File: src/atl_map.vh
// timing counts and word layout for the attenuator word loader
`ifndef ATL_MAP_VH
`define ATL_MAP_VH
`define ATL_CLK_NS 25
`define ATL_WORD_BITS 6
`define ATL_START_BIT 5
`define ATL_SCK_HIGH_NS 50
`define ATL_SCK_LOW_NS 50
`define ATL_SCK_HIGH_CYC ((`ATL_SCK_HIGH_NS + `ATL_CLK_NS - 1) / `ATL_CLK_NS)
`define ATL_SCK_LOW_CYC ((`ATL_SCK_LOW_NS + `ATL_CLK_NS - 1) / `ATL_CLK_NS)
`define ATL_LE_SETUP_NS 10
`define ATL_LE_SETUP_CYC ((`ATL_LE_SETUP_NS + `ATL_CLK_NS - 1) / `ATL_CLK_NS)
`define ATL_LE_PW_SER_NS 30
`define ATL_LE_PW_SER_CYC ((`ATL_LE_PW_SER_NS + `ATL_CLK_NS - 1) / `ATL_CLK_NS)
`define ATL_LE_PW_PAR_NS 10
`define ATL_LE_PW_PAR_CYC ((`ATL_LE_PW_PAR_NS + `ATL_CLK_NS - 1) / `ATL_CLK_NS)
`define ATL_PD_SETUP_NS 10
`define ATL_PD_SETUP_CYC ((`ATL_PD_SETUP_NS + `ATL_CLK_NS - 1) / `ATL_CLK_NS)
`define ATL_PD_HOLD_NS 10
`define ATL_PD_HOLD_CYC ((`ATL_PD_HOLD_NS + `ATL_CLK_NS - 1) / `ATL_CLK_NS)
`endif

File: src/atl_loader.v
// controller that loads attenuation words into the step attenuator
`timescale 1ns/10ps
`include "atl_map.vh"
module atl_loader (
    input wire mclk,
    input wire rst,
    input wire start,
    input wire serial_mode,
    input wire [4:0] atten_word,
    input wire preset_high,
    output reg busy,
    output reg done,
    output reg interface_select,
    output reg powerup_preset_select,
    output reg serial_clock,
    output reg serial_data,
    output reg latch_strobe,
    output reg atten_sel_8db,
    output reg atten_sel_4db,
    output reg atten_sel_2db,
    output reg atten_sel_1db,
    output reg atten_sel_half_db
);
    localparam [5:0] ST_IDLE = 6'h01;
    localparam [5:0] ST_LOW = 6'h02;
    localparam [5:0] ST_HIGH = 6'h04;
    localparam [5:0] ST_LESU = 6'h08;
    localparam [5:0] ST_LEHI = 6'h10;
    localparam [5:0] ST_HOLD = 6'h20;

    reg [5:0] state;
    reg [5:0] next_state;
    reg [5:0] shift;
    reg [2:0] bits_left;
    reg [3:0] cnt;
    reg [3:0] next_cnt;
    reg ser;
    reg data_due;
    wire timer_out;

    // count of cycles for a wait, minus one, at counter width
    function [3:0] wait_of;
        input integer cycles;
        begin
            wait_of = cycles[3:0] - 4'h1;
        end
    endfunction

    // frame on the wire: start bit low, then the five selects
    function [5:0] frame_of;
        input [4:0] sel;
        begin
            frame_of = {1'b0, sel};
        end
    endfunction

    assign timer_out = (cnt == 4'h0);

    // sequencing: state and wait counter
    always @* begin
        next_state = state;
        if (timer_out) begin
            next_cnt = 4'h0;
        end else begin
            next_cnt = cnt - 4'h1;
        end
        case (state)
            ST_IDLE: begin
                next_cnt = 4'h0;
                if (start) begin
                    if (serial_mode) begin
                        next_cnt = wait_of(`ATL_SCK_LOW_CYC);
                        next_state = ST_LOW;
                    end else begin
                        next_cnt = wait_of(`ATL_PD_SETUP_CYC);
                        next_state = ST_LESU;
                    end
                end
            end
            ST_LOW: begin
                if (timer_out) begin
                    next_cnt = wait_of(`ATL_SCK_HIGH_CYC);
                    next_state = ST_HIGH;
                end
            end
            ST_HIGH: begin
                if (timer_out) begin
                    if (bits_left == 3'h0) begin
                        next_cnt = wait_of(`ATL_LE_SETUP_CYC);
                        next_state = ST_LESU;
                    end else begin
                        next_cnt = wait_of(`ATL_SCK_LOW_CYC);
                        next_state = ST_LOW;
                    end
                end
            end
            ST_LESU: begin
                if (timer_out) begin
                    if (ser) begin
                        next_cnt = wait_of(`ATL_LE_PW_SER_CYC);
                    end else begin
                        next_cnt = wait_of(`ATL_LE_PW_PAR_CYC);
                    end
                    next_state = ST_LEHI;
                end
            end
            ST_LEHI: begin
                if (timer_out) begin
                    next_cnt = wait_of(`ATL_PD_HOLD_CYC);
                    next_state = ST_HOLD;
                end
            end
            ST_HOLD: begin
                if (timer_out) begin
                    next_state = ST_IDLE;
                end
            end
            default: begin
                next_cnt = 4'h0;
                next_state = ST_IDLE;
            end
        endcase
    end

    always @(posedge mclk) begin
        if (rst) begin
            state <= ST_IDLE;
            cnt <= 4'h0;
        end else begin
            state <= next_state;
            cnt <= next_cnt;
        end
    end

    // pins follow the state; every output comes from a flip-flop
    always @(posedge mclk) begin
        if (rst) begin
            shift <= 6'h00;
            bits_left <= 3'h0;
            ser <= 1'b0;
            data_due <= 1'b0;
            busy <= 1'b0;
            done <= 1'b0;
            interface_select <= 1'b0;
            powerup_preset_select <= 1'b0;
            serial_clock <= 1'b0;
            serial_data <= 1'b0;
            latch_strobe <= 1'b0;
            {atten_sel_8db, atten_sel_4db, atten_sel_2db, atten_sel_1db,
                atten_sel_half_db} <= 5'h00;
        end else begin
            done <= 1'b0;
            powerup_preset_select <= preset_high;
            case (state)
                ST_IDLE: begin
                    if (start) begin
                        busy <= 1'b1;
                        ser <= serial_mode;
                        interface_select <= serial_mode;
                        latch_strobe <= 1'b0;
                        if (serial_mode) begin
                            shift <= frame_of(atten_word);
                            serial_data <= 1'b0;
                            bits_left <= 3'h5;
                            data_due <= 1'b0;
                        end else begin
                            {atten_sel_8db, atten_sel_4db, atten_sel_2db,
                                atten_sel_1db, atten_sel_half_db}
                                <= atten_word;
                        end
                    end
                end
                ST_LOW: begin
                    // next bit one cycle after the fall: hold and setup
                    // both get a full cycle; needs a low phase of two
                    if (data_due) begin
                        shift <= {shift[4:0], 1'b0};
                        serial_data <= shift[4];
                        data_due <= 1'b0;
                    end
                    if (timer_out) begin
                        serial_clock <= 1'b1;
                    end
                end
                ST_HIGH: begin
                    if (timer_out) begin
                        serial_clock <= 1'b0;
                        if (bits_left != 3'h0) begin
                            bits_left <= bits_left - 3'h1;
                            data_due <= 1'b1;
                        end
                    end
                end
                ST_LESU: begin
                    if (timer_out) begin
                        latch_strobe <= 1'b1;
                    end
                end
                ST_LEHI: begin
                    if (timer_out) begin
                        latch_strobe <= 1'b0;
                    end
                end
                ST_HOLD: begin
                    // lines and data held past the strobe fall
                    if (timer_out) begin
                        busy <= 1'b0;
                        done <= 1'b1;
                    end
                end
                default: begin
                    busy <= 1'b0;
                end
            endcase
        end
    end
endmodule // atl_loader

File: config.mk
export PLATFORM = sky130hd
export DESIGN_NAME = atl_loader
export DESIGN_NICKNAME = d
export VERILOG_FILES = /design/src/atl_loader.v
export VERILOG_INCLUDE_DIRS = /design/src /design/src/src
export SDC_FILE = /design/constraint.sdc
export NUM_CORES = 1
export LEC_CHECK = 0
export BUFFER_PORTS_ARGS = -buffer_cell sky130_fd_sc_hd__buf_2
export CORE_UTILIZATION = 30
export DETAILED_ROUTE_END_ITERATION = 8
export HOLD_SLACK_MARGIN = 0.03
export MAX_ROUTING_LAYER = met4
export PLACE_DENSITY = 0.57
export SETUP_SLACK_MARGIN = 0.2
export SYNTH_ARGS = -nofsm -noshare
export SYNTH_HDL_FRONTEND = slang
export SYNTH_SLANG_ARGS = --single-unit
File: constraint.sdc
create_clock -name mclk -period 2.9 [get_ports mclk]
set_input_delay 0.29 -clock mclk [delete_from_list [all_inputs] [get_ports mclk]]
set_output_delay 0.29 -clock mclk [all_outputs]
set_load 0.01 [all_outputs]
==> metrics list, run 1 <==
* Reported net switching power: 0.440 mW
- Yosys warning count: 0
* DR WL/cell: 12.7 µm
- For this configuration, the core starts out at a cell density of 0.319.
- First-iteration detailed-routing DRC count: 162
- The congestion estimate from routability-driven global placement came to 0.790.
* Portion of netlist area occupied by mux cells: 0.0302
* Smallest hold slack: 0.217 ns
* Largest incremental delay on the critical path: 0.44 ns
* Net Sw Frac: 0.343
* Maximum fanout along the worst path: 7
- Floorplan die height: 76.3 µm
- Clock tree from TritonCTS: built
- # setup viols final: 0
- The number of antenna violations at the first check in global routing is 0.
* Post-layout instance count excluding filler cells: 275
- Clock-pin slew was measured on the worst setup and hold paths at 0.06 ns.
* Part of the Yosys area used for sequential elements: 0.374
- Congestion Overflow GR: 0
* Vias per cell: 4.84
- Data arrives at the worst endpoint at 2.37 ns.
- Clock Tree Root: sky130_fd_sc_hd__clkbuf_8
- Clock H-tree levels: 2
- The setup path with the least slack is of type flip-flop to flip-flop.
- Sequence of cells on the critical path: inv_1, ha_1, nor3b_1, buf_4, or3_2, o211ai_2, o21ai_0, nand2b_1
- The core region is 0.00520 mm².
- The first global-routing pass estimated 6040 µm of wire.
- The worst setup path is launched from a flip-flop.
- Dividing the final minimum period by the clock period gives 0.761.
- Count of clock tree sinks: 31
* Number of enable flip-flop cells after synthesis: 0
* Predominant post-synthesis flop cell: sky130_fd_sc_hd__dfxtp_1
* Number of port buffers: 21
- TritonCTS created 5 clock buffers.
* Logic pwr share: 0.317
- Dividing total power by cell area gives a power density of 691 mW/mm².
* Number of max-cap violations: 0
- Buffers & Inverters on Critical Path: 2
* Number of buffers added to fix hold violations after cts: 0
- Summed over all cells, the static leakage comes to 0.761 nW.
- Setup repair after global routing left no endpoint under its margin.
* Half-perimeter wire length of the detailed placement result: 2530 µm
- The longest clock path from root to sink contains 2 buffers.
* Count of TritonRoute iterations in the first routing pass: 5
- Post-CTS Resized: 0
- Headroom to the max-slew limit came out at 0.655.
* Cell with the biggest individual delay on the critical path: sky130_fd_sc_hd__or3_2
- Req. time, crit path: 3.07 ns
* Gate Count Post-Synth: 188
* P_int: 0.842 mW
- Share of flip-flops with an asynchronous set or reset: 0
- The die covers 0.00583 mm².
* Post-Place Cells: 268
- Outcome: completed
- Category of the worst setup path capture point: flip-flop
* Row Count: 26
* Area delta synth->final: 12.0%
* Setup skew after layout: 0.00384 ns
- DR DRC count: 0
* Synthesized Nets: 202
- Die width: 76.3 µm
- Of the cells placed in the final design, the portion with a size suffix greater than 1 is 0.220.
- The mapped netlist covers 0.00166 mm².
- Of the total synthesized cell area, the portion taken by AND, OR, NAND and NOR gates is 0.300.
- Antenna diode count: 0
* Synth Area in Compound Gates: 0.168
* Setup tns final: 0 ns
- Synthesis inferred 31 register bits.
- Worst Max-Slew Pin Slew: 0.517 ns
* Clock network fraction of total power: 0.267
- Of the total synthesized cell area, the portion taken by XOR and XNOR cells is 0.0211.
* Pin count of the biggest net entering global routing: 26
* Worst-skew pair later-pin latency: 0.28 ns
* Largest family of logic cells by synthesized area: simple AND/OR/NAND/NOR gates
- Fmax: 0.453 GHz
- Adder-cell share of the synthesized area: 0.0302
- Once detail routing completed, the nets flagged for antenna violations numbered 0.
- In this run the post-CTS setup repair buffer count came out at 0.
* Power share of the sequential group: 0.416
- The worst hold path belongs to the class input port to flip-flop.
- Kind of cell adding the most delay to the critical path: simple AND/OR/NAND/NOR gates
* Minimum period implied by the final worst setup slack: 2.21 ns
- 22 I/O pins were placed.
- Dividing the synthesized area by the synthesized cell count gives 8.82 µm².
* Total number of vias: 1332
* Final nets: 219
- Final hold violations: 0
- The number of max-slew violations in the final report was 0.
- Global Route Usage Sum: 0.136
* Via count of the first global-routing pass: 1296
- Counting distinct cell types in the post-synthesis netlist gives 47.
- IR analysis of the VDD net gives a maximum drop of 0.000352 V.
- Routed Wire Length: 3500 µm
==> kinds of logic (layout without fill, tap and decap cells) <==
kind of cell / after synthesis / in the layout
AND/OR/NAND/NOR: 86 / 86
AO/OA/AOI/OAI: 37 / 37
flip-flops: 31 / 31
buffers and inverters: 21 / 38
multiplexers: 5 / 5
adder cells (fa/ha/maj): 4 / 4
XOR/XNOR: 4 / 4
==> path summary, 6_finish.rpt <==
| check | start | end | slack (ns) | cells past startpoint |
|---|---|---|---|---|
| max | cnt[0] | state[0] | 0.69 | 8 |
| min | preset_high | powerup_preset_select | 0.22 | 2 |
| max reg2reg | cnt[0] | state[0] | 0.69 | 8 |
| min reg2reg | busy | busy | 0.45 | 2 |
==> worst reg2reg max path, stage by stage, from the launching register on <==
cell,delay (ns)
sky130_fd_sc_hd__dfxtp_1,0.33
sky130_fd_sc_hd__inv_1,0.08
sky130_fd_sc_hd__ha_1,0.20
sky130_fd_sc_hd__nor3b_1,0.13
sky130_fd_sc_hd__buf_4,0.16
sky130_fd_sc_hd__or3_2,0.44
sky130_fd_sc_hd__o211ai_2,0.30
sky130_fd_sc_hd__o21ai_0,0.24
sky130_fd_sc_hd__nand2b_1,0.21
==> power groups by stage <==
stage | clock (mW) | sequential (mW) | combinational (mW)
6_report | 0.343 | 0.533 | 0.406
2_1_floorplan | 0 | 0.519 | 0.357
3_3_place_gp | 0 | 0.541 | 0.406
5_1_grt | 0.372 | 0.545 | 0.456
4_1_cts | 0.351 | 0.532 | 0.407
3_5_place_dp | 0 | 0.541 | 0.406
==> synth_stat cells, types with 3 or more instances <==
cell type | count | area, µm²
sky130_fd_sc_hd__dfxtp_1 | 31 | 621
sky130_fd_sc_hd__nor2_1 | 21 | 78.8
sky130_fd_sc_hd__nand2_1 | 20 | 75.1
sky130_fd_sc_hd__a21oi_1 | 13 | 65.1
sky130_fd_sc_hd__inv_1 | 8 | 30.0
sky130_fd_sc_hd__nor2b_1 | 6 | 37.5
sky130_fd_sc_hd__nor3_1 | 6 | 30.0
sky130_fd_sc_hd__buf_6 | 5 | 56.3
sky130_fd_sc_hd__mux2i_1 | 5 | 50.1
sky130_fd_sc_hd__o21ai_0 | 5 | 25.0
sky130_fd_sc_hd__a311oi_2 | 4 | 60.1
sky130_fd_sc_hd__clkbuf_1 | 4 | 15.0
sky130_fd_sc_hd__ha_1 | 4 | 50.1
sky130_fd_sc_hd__nor4_1 | 4 | 25.0
sky130_fd_sc_hd__nand2b_1 | 3 | 18.8
sky130_fd_sc_hd__nand3_1 | 3 | 15.0
sky130_fd_sc_hd__or3b_1 | 3 | 26.3
==> registers in the layout, summed over array words and instances, names as in the netlist <==
name and flops:
atten_sel_1db 1, atten_sel_2db 1, atten_sel_4db 1, atten_sel_8db 1
atten_sel_half_db 1, bits_left 3, busy 1, cnt 4
data_due 1, done 1, latch_strobe 1, powerup_preset_select 1
ser 1, serial_clock 1, serial_data 1, shift 5
state 6
==> metrics by stage <==
step	utilization	area, µm²	setup slack [ns]	power, mW
final	0.357	1860	0.694	1.28
after global routing	0.357	1860	0.612	1.37
after CTS	0.357	1860	0.704	1.29
after detailed placement	0.340	1770	0.719	0.947
after global placement	0.340	1770	0.709	0.947
after floorplan	-	1660	0.990	0.875
==> final cells by class <==
class / count / area, µm²
Timing Repair Buffer: 23 / 120
Tap cell: 70 / 87.6
Fill cell: 561 / 3350
Multi-Input combinational cell: 136 / 911
Clock buffer: 6 / 82.6
Inverter: 8 / 30.0
Sequential cell: 31 / 621
Clock inverter: 1 / 5.00
==> layout by cell type (no fill, tap or decap), drive strengths merged, types with 3 or more instances in the layout <==
| master | Yosys | layout |
|---|---|---|
| nand3 | 3 | 3 |
| nor3 | 6 | 6 |
| nand2 | 20 | 20 |
| clkbuf | 4 | 6 |
| nor2b | 6 | 6 |
| or3b | 3 | 3 |
| o21ai | 5 | 5 |
| buf | 9 | 23 |
| ha | 4 | 4 |
| a21oi | 13 | 13 |
| a311oi | 4 | 4 |
| or3 | 3 | 3 |
| inv | 8 | 8 |
| nor4 | 5 | 5 |
| mux2i | 5 | 5 |
| nor2 | 21 | 21 |
| dfxtp | 31 | 31 |
| nand2b | 5 | 5 |
==> layer usage <==
layer | track usage | vias to the layer above | part of all wire
met4 | 0.0635 | 0 | 0.019
met1 | 0.177 | 598 | 0.51
met2 | 0.198 | 33 | 0.42
met5 | - | - | 0
met3 | 0.0299 | 6 | 0.048
li1 | - | 695 | -
Note: power is estimated with default switching activity, not from simulation.
==> inputs of run 2 (changes only) <==
Clock period 2.9 ns to 2.3 ns, I/O delays scaled along.
==> metrics list, run 2 (same netlist as run 1, synthesis figures left out) <==
* Antenna viol nets, final: 0
* Peak VDD IR: 0.000318 V
- Max FFs per register: 6
* Category of the worst setup path capture point: flip-flop
- DR DRC count: 0
- Area delta synth->final: 13.7%
- In this run the tightest slew margin relative to its limit is 0.660.
* Std-Cell Core Area: 0.00520 mm²
- The clock reaches the later pin of the worst-skew pair after 0.28 ns.
- After clock tree synthesis, the clock-pin slew on the worst setup and hold paths is 0.06 ns.
- Setup violations remaining at the end of the flow were counted as 0.
- For met3 alone, demand over resource in global routing was 0.0395.
* Leading cell type in the layout, fill and taps excluded: sky130_fd_sc_hd__dfxtp_1
* CP Data Arrival Time: 2.15 ns
* Final hold violations: 0
- Worst-case reg-to-reg path depth: 7
* Minimum period implied by the final worst setup slack: 1.98 ns
- In the final timing run, aggregate negative setup slack is 0 ns.
* Number of port buffers: 21
- Buffers & Inverters on Critical Path: 1
* Vias per cell: 4.85
* Register with the most flip-flops: state
* Congestion Overflow GR: 0
- Clock Tree Root: sky130_fd_sc_hd__clkbuf_8
* CP startpoint kind: flip-flop
- First-iteration detailed-routing DRC count: 65
* Final nets: 221
* Number of cells on the critical path: 7
- Leaving out fill and tap cells, the most frequent cells in the layout are 31 x sky130_fd_sc_hd__dfxtp_1, 21 x sky130_fd_sc_hd__nor2_1, 21 x sky130_fd_sc_hd__buf_2, 20 x sky130_fd_sc_hd__nand2_1, 13 x sky130_fd_sc_hd__a21oi_1.
- RSZ-0062 raised after global routing: yes
* Sequence of cells on the critical path: inv_1, ha_1, or3b_4, o21ai_0, a21oi_1, or4_1, o311a_2
- Antenna diode count: 0
* Row Count: 26
- Number of max-cap violations: 0
* Fraction of final layout cells sized beyond drive strength 1: 0.242
* Count of TritonRoute iterations in the first routing pass: 4
- Outcome: completed
- The critical path in this run is classified as flip-flop to flip-flop.
* Initial core utilization: 0.319
- Depth of the worst hold-timing path: 2
- Worst Max-Slew Pin Slew: 0.510 ns
- Routed Wire Length: 3580 µm
- Via count of the first global-routing pass: 1228
* Fraction of the cycle the final worst path needs: 0.861
- Largest incremental delay on the critical path: 0.48 ns
- Overall power of the completed layout: 1.64 mW
* Busiest metal layer after global routing: met2
- For met1 alone, demand over resource in global routing was 0.175.
- Power spread over the standard cell area amounts to 870 mW/mm².
* Area of all sequential standard cells: 621 µm²
- DR WL/cell: 12.9 µm
- The number of max-slew violations in the final report is 0.
* Largest registers: state (6), shift (5), cnt (4)
- No sink is reached through more buffers than the 2 on the longest clock path.
- Pin count of the biggest net entering global routing: 26
- Total number of vias: 1343
* Multi-input gate area in the final layout: 923 µm²
- Clock H-tree levels: 2
- The floorplan step set the die width to 76.3 µm.
- The path class of the tightest hold or removal check is input port to flip-flop.
* Half-perimeter wire length of the detailed placement result: 2650 µm
- FILL cells: 558
* Cell with the biggest individual delay on the critical path: sky130_fd_sc_hd__or4_1
- Maximum fanout along the worst path: 9
- Met2 capacity usage during global routing: 0.195
* Global Route Usage Sum: 0.135
- Buffers inserted during clock tree synthesis total 5.
- Floorplan die height: 76.3 µm
- The kind of cell with the highest combined delay along the critical path is simple AND/OR/NAND/NOR gates.
* Leakage power summed over all cells: 0.773 nW
- Clock tree synthesis found a total of 31 sinks.
* Req. time, crit path: 2.46 ns
* First-pass GRT wire length: 6020 µm
- Number of top-level design ports: 22
- Routability congestion estimate from global placement: 0.843
- Die area: 0.00583 mm²
- Clock tree from TritonCTS: built
- Between clock sinks in the finished design, the worst skew comes to 0.00685 ns.
- Antenna violations before repair: 0
* Fmax: 0.505 GHz
## run 2: cell types whose count changed in the layout (fill, tap and decap cells not counted)
cell / before / now
sky130_fd_sc_hd__buf_4: 2 / 4
sky130_fd_sc_hd__a211oi_1: 2 / 1
sky130_fd_sc_hd__a211oi_2: 0 / 1
sky130_fd_sc_hd__nor3_1: 6 / 5
sky130_fd_sc_hd__nor3_2: 0 / 1
sky130_fd_sc_hd__or3b_1: 3 / 2
sky130_fd_sc_hd__or3b_4: 0 / 1
## run 2: worst register-to-register path: stages (launching register included)
cell                      delay [ns]
sky130_fd_sc_hd__dfxtp_1        0.31
sky130_fd_sc_hd__inv_1          0.09
sky130_fd_sc_hd__ha_1           0.16
sky130_fd_sc_hd__or3b_4         0.44
sky130_fd_sc_hd__o21ai_0        0.16
sky130_fd_sc_hd__a21oi_1        0.08
sky130_fd_sc_hd__or4_1          0.48
sky130_fd_sc_hd__o311a_2        0.15
## run 2: layout make-up
cell class | instances | share of cell area
sequential | 31 | 0.329
multi-input combinational | 136 | 0.490
clock buffer | 6 | 0.0438
inverter | 8 | 0.0159
timing repair buffer | 25 | 0.0717
clock inverter | 1 | 0.00266
tap | 70 | 0.0465
## run 2: final timing paths
| path | from | endpoint | slack, ns |
|---|---|---|---|
| worst min-delay path | preset_high | powerup_preset_select | 0.16 |
| worst max-delay path | cnt[0] | cnt[0] | 0.32 |
| worst min register to register | serial_data | serial_data | 0.46 |
| worst max register to register | cnt[0] | cnt[0] | 0.32 |
## run 2: where the power goes
part,internal [mW],switching [mW]
logic,0.241,0.295
clock network,0.234,0.197
registers,0.602,0.0697
## run 2: metal layers
metal	vias up	part of all wire
met1	625	0.51
met3	6	0.033
met4	0	0.013
met2	18	0.45
li1	694	-
met5	-	0
## run 2: per-stage QoR
step	hold WS, ns	cell area [µm²]	std cells	setup WS (ns)	util
floorplan	0.358	1660	188	0.390	-
global placement	0.441	1780	270	0.296	0.343
detailed placement	0.447	1780	270	0.250	0.343
CTS	0.153	1870	277	0.223	0.360
global route	0.155	1880	277	0.191	0.362
finish	0.162	1880	277	0.319	0.362
## run 2: repair_timing
| action | in CTS | in global routing |
|---|---|---|
| gates resized for setup | 0 | 3 |
| hold buffers | 0 | 0 |
| setup buffers | 0 | 0 |
| endpoints found under the setup margin | 0 | 8 |
